--- src/rtl/servo_bridge_pkg.sv ---
// Constants shared by the position servo bridge control logic
package servo_bridge_pkg;
	// Clock rate
	localparam int CLK_HZ = 50_000_000;
	localparam int CLK_NS = 20;
	// Default oscillator period in clock cycles (a 1 ms period, parameterisable)
	localparam int OSC_PERIOD_US = 1000;
	localparam int OSC_CYC = (OSC_PERIOD_US * 1000) / CLK_NS;
	// Timeout counter width and span in oscillator periods
	localparam int TOUT_BITS = 14;
	localparam int TOUT_PERIODS = 16384;
	// Clamp evaluation delay and hold delay
	localparam int EVAL_US = 130;
	localparam int HOLD_US = 1000;
	localparam int EVAL_CYC = (EVAL_US * 1000) / CLK_NS;
	localparam int HOLD_CYC = (HOLD_US * 1000) / CLK_NS;
	// Turn-on and turn-off delay in oscillator period edges
	localparam int SW_DELAY_TICKS = 2;
	// Bit order of the four bridge transistors
	localparam int HS_POS = 0;
	localparam int LS_POS = 1;
	localparam int HS_NEG = 2;
	localparam int LS_NEG = 3;
	// Reset values
	localparam logic [3:0] GATE_RST = 4'h0;
	localparam logic CLAMP_HIGH_RST = 1'b0;

	// Drive states
	typedef enum logic [4:0] {
		ST_REST = 5'b0_0001,
		ST_RUN = 5'b0_0010,
		ST_PROP = 5'b0_0100,
		ST_BRAKE = 5'b0_1000,
		ST_OFF = 5'b1_0000
	} drive_e;

	// Clamp discrimination states
	typedef enum logic [3:0] {
		CL_ARMED = 4'b0001,
		CL_EVAL = 4'b0010,
		CL_HOLD = 4'b0100,
		CL_RAISED = 4'b1000
	} clamp_e;
endpackage

--- src/rtl/position_servo_bridge_control.sv ---
// Position servo H-bridge control: drive states, timeout, protections, clamp
`timescale 1ns/100ps
//
// Behaviour
// - 14-bit timeout, 16384 oscillator periods
// - Leaving rest zone starts motor and timer
// - Stop at zero crossing or timeout
// - Zero crossing brakes with zero differential
// - Inside rest zone both terminals high
// - Error sign sets drive polarity
// - Proportional: one high, other PWM switched
// - Keep residual drive until zero reached
// - Feedback bias sets direction threshold
// - Over-voltage puts bridge in high impedance
// - Over-temperature puts bridge in high impedance
// - Per-transistor current limit, resume after
// - Fast transient clamps via all four
// - Clamp 70V default; overvoltage starts timers
// - Evaluation expiry latches clamp activity
// - Active clamp held until hold expiry
// - Clamp unreached at evaluation raises level
// - Re-arm only below over-voltage threshold
// - Switch delays and timeout from oscillator period, clamp delays in clock cycles
module position_servo_bridge_control #(
	parameter int OSC_CYCLES = servo_bridge_pkg::OSC_CYC,
	parameter int EVAL_CYCLES = servo_bridge_pkg::EVAL_CYC,
	parameter int HOLD_CYCLES = servo_bridge_pkg::HOLD_CYC
) (
	// Clock and reset
	input wire logic clk,
	input wire logic rst_n,
	// Analog comparator results, asynchronous
	input wire logic out_of_rest,
	input wire logic error_positive,
	input wire logic below_prop,
	input wire logic zero_cross_comparator,
	input wire logic pwm_compare,
	input wire logic overvoltage,
	input wire logic thermal_shutdown_level,
	input wire logic clamp_active,
	input wire logic [3:0] over_current,
	// Bridge gate drives, terminal levels and enables, clamp and timeout status
	output logic [3:0] gate_on,
	output logic drv_pos_out,
	output logic drv_pos_oe,
	output logic drv_neg_out,
	output logic drv_neg_oe,
	output logic clamp_all_on,
	output logic clamp_high,
	output logic timed_out
);
	import servo_bridge_pkg::*;

	localparam int NSYNC = 8;
	localparam logic [13:0] TOUT_LAST = 14'(TOUT_PERIODS - 1);

	logic [NSYNC-1:0] async_in;
	logic [NSYNC-1:0] s1_q;
	logic [NSYNC-1:0] s2_q;
	logic [3:0] oc_s1_q;
	logic [3:0] oc_s2_q;
	logic s_out_rest, s_pos, s_prop, s_zero, s_pwm, s_ov, s_ot, s_clamp;

	// Two-stage synchronisers for every comparator
	assign async_in = {clamp_active, thermal_shutdown_level, overvoltage, pwm_compare,
		zero_cross_comparator, below_prop, error_positive, out_of_rest};
	always_ff @(posedge clk) begin
		if (!rst_n) begin
			s1_q <= '0;
			s2_q <= '0;
			oc_s1_q <= 4'h0;
			oc_s2_q <= 4'h0;
		end else begin
			s1_q <= async_in;
			s2_q <= s1_q;
			oc_s1_q <= over_current;
			oc_s2_q <= oc_s1_q;
		end
	end
	assign s_out_rest = s2_q[0];
	assign s_pos = s2_q[1]; // Comparator is referenced to feedback bias
	assign s_prop = s2_q[2];
	assign s_zero = s2_q[3];
	assign s_pwm = s2_q[4];
	assign s_ov = s2_q[5];
	assign s_ot = s2_q[6];
	assign s_clamp = s2_q[7];

	// Oscillator period tick
	logic [31:0] osc_cnt_q;
	logic osc_tick;
	assign osc_tick = (osc_cnt_q == 32'(OSC_CYCLES - 1));
	always_ff @(posedge clk) begin
		if (!rst_n)
			osc_cnt_q <= 32'h0000_0000;
		else if (osc_tick)
			osc_cnt_q <= 32'h0000_0000;
		else
			osc_cnt_q <= osc_cnt_q + 32'h0000_0001;
	end

	// Drive state machine
	drive_e st_q, st_d;
	logic [13:0] tout_q;
	logic tout_run_q;
	logic dir_q;
	logic tout_hit;
	assign tout_hit = tout_run_q && osc_tick && (tout_q == TOUT_LAST);

	always_comb begin
		st_d = st_q;
		case (st_q)
			ST_REST: begin
				if (s_out_rest)
					st_d = ST_RUN;
			end
			ST_RUN, ST_PROP: begin
				if (s_zero || tout_hit)
					st_d = ST_BRAKE;
				else if (s_prop)
					st_d = ST_PROP;
				else
					st_d = ST_RUN;
			end
			ST_BRAKE: begin
				if (!s_out_rest)
					st_d = ST_REST;
			end
			default: st_d = ST_REST;
		endcase
		if (s_ov || s_ot)
			st_d = ST_OFF;
		else if (st_q == ST_OFF)
			st_d = ST_REST;
	end

	always_ff @(posedge clk) begin
		if (!rst_n)
			st_q <= ST_REST;
		else
			st_q <= st_d;
	end

	// Direction latched at start of a move
	always_ff @(posedge clk) begin
		if (!rst_n)
			dir_q <= 1'b0;
		else if (st_q == ST_REST && st_d == ST_RUN)
			dir_q <= s_pos;
	end

	// Timeout counter, one step per oscillator period
	always_ff @(posedge clk) begin
		if (!rst_n) begin
			tout_q <= 14'h0000;
			tout_run_q <= 1'b0;
			timed_out <= 1'b0;
		end else if (st_q == ST_REST && st_d == ST_RUN) begin
			tout_q <= 14'h0000;
			tout_run_q <= 1'b1;
			timed_out <= 1'b0;
		end else if (tout_hit) begin
			tout_run_q <= 1'b0;
			timed_out <= 1'b1;
		end else if (tout_run_q && osc_tick) begin
			tout_q <= tout_q + 14'h0001;
		end
		if (rst_n && st_d != ST_RUN && st_d != ST_PROP && !(st_q == ST_REST && st_d == ST_RUN))
			tout_run_q <= 1'b0;
	end

	// Desired terminal levels: 1 high, 0 low
	logic want_pos, want_neg, want_oe;
	always_comb begin
		want_pos = 1'b1;
		want_neg = 1'b1;
		want_oe = 1'b1;
		case (st_q)
			ST_RUN: begin
				want_pos = dir_q;
				want_neg = !dir_q;
			end
			ST_PROP: begin
				// Driven side held high, other side switched
				want_pos = dir_q ? 1'b1 : s_pwm;
				want_neg = dir_q ? s_pwm : 1'b1;
			end
			ST_OFF: want_oe = 1'b0;
			default: begin
				want_pos = 1'b1;
				want_neg = 1'b1;
			end
		endcase
	end

	// Switch delay: change applied on the second tick boundary
	logic [2:0] want_q;
	logic [1:0] dly_q;
	always_ff @(posedge clk) begin
		if (!rst_n) begin
			want_q <= 3'b011;
			dly_q <= 2'b00;
		end else if ({want_oe, want_pos, want_neg} != want_q && dly_q == 2'b00) begin
			dly_q <= 2'(SW_DELAY_TICKS);
		end else if (dly_q != 2'b00 && osc_tick) begin
			dly_q <= dly_q - 2'b01;
			if (dly_q == 2'b01)
				want_q <= {want_oe, want_pos, want_neg};
		end
	end

	// Clamp discrimination between fast and slow transients
	clamp_e cl_q;
	logic [31:0] eval_q, hold_q;
	logic eval_done, hold_done;
	assign eval_done = (eval_q == 32'(EVAL_CYCLES - 1));
	assign hold_done = (hold_q == 32'(HOLD_CYCLES - 1));
	always_ff @(posedge clk) begin
		if (!rst_n) begin
			cl_q <= CL_ARMED;
			eval_q <= 32'h0000_0000;
			hold_q <= 32'h0000_0000;
			clamp_high <= CLAMP_HIGH_RST;
		end else begin
			case (cl_q)
				CL_ARMED: begin
					eval_q <= 32'h0000_0000;
					hold_q <= 32'h0000_0000;
					if (s_ov)
						cl_q <= CL_EVAL;
				end
				CL_EVAL: begin
					eval_q <= eval_q + 32'h0000_0001;
					hold_q <= hold_q + 32'h0000_0001;
					if (eval_done) begin
						if (s_clamp) begin
							cl_q <= CL_HOLD;
						end else begin
							cl_q <= CL_RAISED;
							clamp_high <= 1'b1;
						end
					end
				end
				CL_HOLD: begin
					hold_q <= hold_q + 32'h0000_0001;
					if (hold_done) begin
						cl_q <= CL_RAISED;
						clamp_high <= 1'b1;
					end
				end
				CL_RAISED: begin
					if (!s_ov) begin
						cl_q <= CL_ARMED;
						clamp_high <= 1'b0;
					end
				end
				default: cl_q <= CL_ARMED;
			endcase
		end
	end

	// Gate drives: clamp overrides, current limit per transistor
	logic [3:0] gate_d;
	logic clamp_now;
	assign clamp_now = s_clamp && !clamp_high;
	always_comb begin
		gate_d[HS_POS] = want_q[2] && want_q[1];
		gate_d[LS_POS] = want_q[2] && !want_q[1];
		gate_d[HS_NEG] = want_q[2] && want_q[0];
		gate_d[LS_NEG] = want_q[2] && !want_q[0];
		gate_d = gate_d & ~oc_s2_q;
		if (clamp_now)
			gate_d = 4'hF;
	end

	// Registered outputs
	always_ff @(posedge clk) begin
		if (!rst_n) begin
			gate_on <= GATE_RST;
			drv_pos_out <= 1'b0;
			drv_neg_out <= 1'b0;
			drv_pos_oe <= 1'b0;
			drv_neg_oe <= 1'b0;
			clamp_all_on <= 1'b0;
		end else begin
			gate_on <= gate_d;
			drv_pos_out <= want_q[1];
			drv_neg_out <= want_q[0];
			drv_pos_oe <= want_q[2] || clamp_now;
			drv_neg_oe <= want_q[2] || clamp_now;
			clamp_all_on <= clamp_now;
		end
	end

	// Checks
	timeout_span_a: assert property (@(posedge clk) disable iff (!rst_n)
		tout_hit |-> tout_q == 14'h3FFF) else $error("timeout not at 16384");
	start_timer_a: assert property (@(posedge clk) disable iff (!rst_n)
		(st_q == ST_REST && st_d == ST_RUN) |=> tout_run_q && tout_q == 14'h0000)
		else $error("timer did not start");
	stop_move_a: assert property (@(posedge clk) disable iff (!rst_n)
		((st_q == ST_RUN || st_q == ST_PROP) && (s_zero || tout_hit) && !s_ov && !s_ot) |=> st_q == ST_BRAKE)
		else $error("motor did not stop");
	fault_hiz_a: assert property (@(posedge clk) disable iff (!rst_n)
		(s_ov || s_ot) |=> st_q == ST_OFF) else $error("fault not shut down");
	clamp_four_a: assert property (@(posedge clk) disable iff (!rst_n)
		clamp_now |=> gate_on == 4'hF) else $error("clamp not all four");
	eval_start_a: assert property (@(posedge clk) disable iff (!rst_n)
		(cl_q == CL_ARMED && s_ov) |=> cl_q == CL_EVAL) else $error("timers not started");
	slow_raise_a: assert property (@(posedge clk) disable iff (!rst_n)
		(cl_q == CL_EVAL && eval_done && !s_clamp) |=> clamp_high) else $error("not raised");
	hold_low_a: assert property (@(posedge clk) disable iff (!rst_n)
		(cl_q == CL_HOLD) |-> !clamp_high) else $error("raised during hold");
	rearm_a: assert property (@(posedge clk) disable iff (!rst_n)
		(cl_q == CL_RAISED && s_ov) |=> clamp_high) else $error("re-armed early");
	curr_limit_a: assert property (@(posedge clk) disable iff (!rst_n)
		(oc_s2_q[0] && !clamp_now) |=> !gate_on[0]) else $error("limit ignored");
	brake_level_a: assert property (@(posedge clk) disable iff (!rst_n)
		(st_q == ST_BRAKE && want_q == {want_oe, want_pos, want_neg}) |=> drv_pos_out && drv_neg_out)
		else $error("brake not zero differential");
	rest_high_a: assert property (@(posedge clk) disable iff (!rst_n)
		(st_q == ST_REST && want_q == {want_oe, want_pos, want_neg}) |=> drv_pos_out && drv_neg_out && drv_pos_oe)
		else $error("rest terminals not high");
	dir_latch_a: assert property (@(posedge clk) disable iff (!rst_n)
		(st_q == ST_REST && st_d == ST_RUN) |=> dir_q == $past(s_pos))
		else $error("direction not taken from error sign");
	prop_side_a: assert property (@(posedge clk) disable iff (!rst_n)
		(st_q == ST_PROP) |-> (dir_q ? want_pos : want_neg))
		else $error("proportional drive side not high");
	keep_drive_a: assert property (@(posedge clk) disable iff (!rst_n)
		(st_q == ST_PROP && !s_zero && !tout_hit && !s_ov && !s_ot) |=> (st_q == ST_PROP || st_q == ST_RUN))
		else $error("drive dropped before zero");
	overtemp_off_a: assert property (@(posedge clk) disable iff (!rst_n)
		s_ot |=> st_q == ST_OFF)
		else $error("over-temperature not shut down");
	hiz_out_a: assert property (@(posedge clk) disable iff (!rst_n)
		(!want_q[2] && !clamp_now) |=> !drv_pos_oe && !drv_neg_oe)
		else $error("terminals driven while off");
	switch_delay_a: assert property (@(posedge clk) disable iff (!rst_n)
		$changed(want_q) |-> $past(osc_tick) && $past(dly_q) == 2'b01)
		else $error("terminal change not on delay expiry");
endmodule // position_servo_bridge_control

--- config.mk ---
export PLATFORM = sky130hd
export DESIGN_NAME = position_servo_bridge_control
export DESIGN_NICKNAME = d
export VERILOG_FILES = /design/src/rtl/servo_bridge_pkg.sv /design/src/rtl/position_servo_bridge_control.sv
export SDC_FILE = /design/constraint.sdc
export NUM_CORES = 1
export LEC_CHECK = 0
export BUFFER_PORTS_ARGS = -buffer_cell sky130_fd_sc_hd__buf_2
export CORE_MARGIN = 2
export CORE_UTILIZATION = 30
export CTS_CLUSTER_SIZE = 12
export DETAILED_ROUTE_END_ITERATION = 7
export PLACE_DENSITY = 0.47
export SETUP_SLACK_MARGIN = 0.02
export SLEW_MARGIN = 20
export SYNTH_ARGS = -nofsm -noshare
export SYNTH_HDL_FRONTEND = slang
export SYNTH_SLANG_ARGS = --single-unit
--- constraint.sdc ---
create_clock -name clk -period 2.83 [get_ports clk]
set_input_delay 0.4245 -clock clk [delete_from_list [all_inputs] [get_ports clk]]
set_output_delay 0.4245 -clock clk [all_outputs]
set_load 0.005 [all_outputs]
==> flow_summary.ini <==
[cells_and_area]
layout_common_cells = dfxtp_1 (160), nor2_1 (83), nand2_1 (64)
layout.cells.non_filler = 1229
area_delta_synth_final_pct = 14.8
fin_nets = 912
drive_above_1_share = 0.112
diodes = 0
final_common_cell = dfxtp_1

[global_route]
grt_remaining_overflow = 0
grtUsageTotal = 0.138
grt_max_degree = 63
antenna_found_initial = 0
grt.busiest_layer = met2
use_met3 = 0.0296
met1_usage = 0.184
use_met2 = 0.228
grt_pass1_wl_mm = 29.8
grt_pass1_vias = 5983

[timing]
fin_crit_ps = 2380
finalCritPeriodShare = 0.840
fmax_mhz = 421
drv_slew = 0
skew_ps = 12.5
tightest_slew_ps = 725
rsz0062_at_grt = false
slew_headroom = 0.510
fin_setup_tns_ps = 0
setup_viol = 0
finalHoldViolCount = 0

[power]
pwr-share-comb = 0.031
clock_power_share = 0.500
ir_drop_uv = 308
seqPwrFrac = 0.469
swShare = 0.227
switchingPower_uw = 1110
p_leak_uw = 0.00296
power_density_nw_per_um2 = 568
p_int_uw = 3790

[placed_design]
dpl.hpwl_mm = 11.8
dp_cells = 1197
numPortBuffers = 24
gp_congestion = 0.750

[clock_network]
clkTransAtPathRegs_ps = 70
clock_latency_ps = 430
htree_levels = 4
cts_buffers = 17
clockBufferDepth = 2
holdBufCountCts = 0
postCtsResizedCells = 0
cts_tree = yes
cts_setup_buffers = 0
cts_root_buf = clkbuf_16
cts_sinks = 160

[floorplan]
die_w_um = 162
initial_core_util = 0.307
die_y_um = 162
ioPinCount = 25
num_rows = 57
dieArea_um2 = 26300
core_um2 = 24500

[logic_synthesis]
yosysWarnings = 0
syn-cell-area_um2 = 7510
async_flop_share = 0
synthesis.nets = 899
synth_cells = 879
ys.flop_type = dfxtp_1
yosysSeqAreaShare = 0.427
synth_edf_count = 0
syn_avg_cell_area_um2 = 8.54
synth.distinct_cells = 66
ys_seq_elements = 160

[worst_setup_path]
cp_max_fo = 18
cp_data_required_time_ps = 3190
path_class = register to register
crit_arrival_ps = 2730
start_kind = register
end_kind = register

[route]
drt_iter0_drc = 418
vias = 6382
detail_route.wl_per_cell_um = 14.3
wirelength_mm = 17.6
drcViolationCount = 0
antenna_left = 0
drtPass1Iterations = 4
vias_per_cell = 5.19

[worst_hold_path]
min_path_type = input pin to register

[flow_run]
maxCapViolCount = 0

[status]
status = finished clean
## cell type report
type | instances | area [µm²]
fillers | 2548 | 15800
flip-flops and latches | 160 | 3200
repair buffers | 41 | 260
inverters | 19 | 71.3
well taps | 324 | 405
clock inverters | 13 | 176
clock buffers | 19 | 453
multi-input cells | 653 | 4050
## path summary, 6_finish.rpt
check	from	cells past startpoint	end	slack [ps]
worst max-delay path	osc_cnt_q[19]	5	tout_q[13]	450
worst min-delay path	zero_cross_comparator	2	s1_q[3]	200
worst max register to register	osc_cnt_q[19]	5	tout_q[13]	450
worst min register to register	oc_s2_q[1]	1	gate_on[1]	410
## power groups by stage
stage | combinational [µW] | clock (µW) | sequential, µW
floorplan | 104 | 0 | 2340
global placement | 159 | 0 | 2350
detailed placement | 158 | 0 | 2350
CTS | 158 | 2530 | 2300
global route | 175 | 2620 | 2300
finish | 153 | 2450 | 2300
## Yosys cell counts (8+ instances only)
cell type  number  share of area
a21oi_1        60          0.040
a31oi_1        10         0.0083
a41o_1          8          0.011
and2_1         33          0.028
and3_1         22          0.018
and4_1         17          0.020
clkbuf_1       38          0.019
dfxtp_1       160           0.43
inv_1          18         0.0090
nand2_1        64          0.032
nand2b_1       11         0.0092
nand3_1        44          0.029
nand4_1        32          0.027
nor2_1         83          0.042
nor3_1         18          0.012
nor4_1         23          0.019
o211ai_1       18          0.018
o21a_1         10          0.010
o21ai_0        30          0.020
o31ai_1         8         0.0080
or3_1          25          0.021
or4_1           8         0.0080
xnor2_1        18          0.021
xor2_1         15          0.018
## worst max-delay path, stage by stage, from the launching register on
cell and delay (ps):
dfxtp_1 350, or4_4 560, nor4_4 460, nand3_4 250, or4_1 550, a21oi_1 150
## routing by layer
layer  vias up  part of all wire
li1       3277                 -
met1      3027              0.50
met2        68              0.46
met3        10             0.032
met4         0            0.0089
met5         -                 0
## cell families (layout without fill, tap and decap cells)
group | count (synthesis) | after routing | synth area share
and+or+nand+nor | 425 | 425 | 0.319
AOI/OAI and AO/OA | 178 | 178 | 0.156
DFF | 160 | 160 | 0.427
buffers and inverters | 66 | 92 | 0.0342
muxes | 11 | 11 | 0.0155
adders and majority gates | 6 | 6 | 0.0100
xor gates and xnor gates | 33 | 33 | 0.0385
## through the flow
step	total power, µW	setup slack, ps	hold WS (ps)	cell area, µm²	util
final	4900	452	198	8620	0.352
after global routing	5100	272	196	8620	0.352
after CTS	4990	438	179	8620	0.352
after floorplan	2450	737	399	7510	-
after global placement	2510	497	407	7990	0.327
after detailed placement	2510	459	407	7990	0.327
## registers in the layout, summed over array words and instances (netlist names), 5 cells and up
name / cells
eval_q: 32
hold_q: 32
osc_cnt_q: 32
tout_q: 14
s1_q: 8
s2_q: 8
st_q: 5
Power figures use the tool's default switching activity.
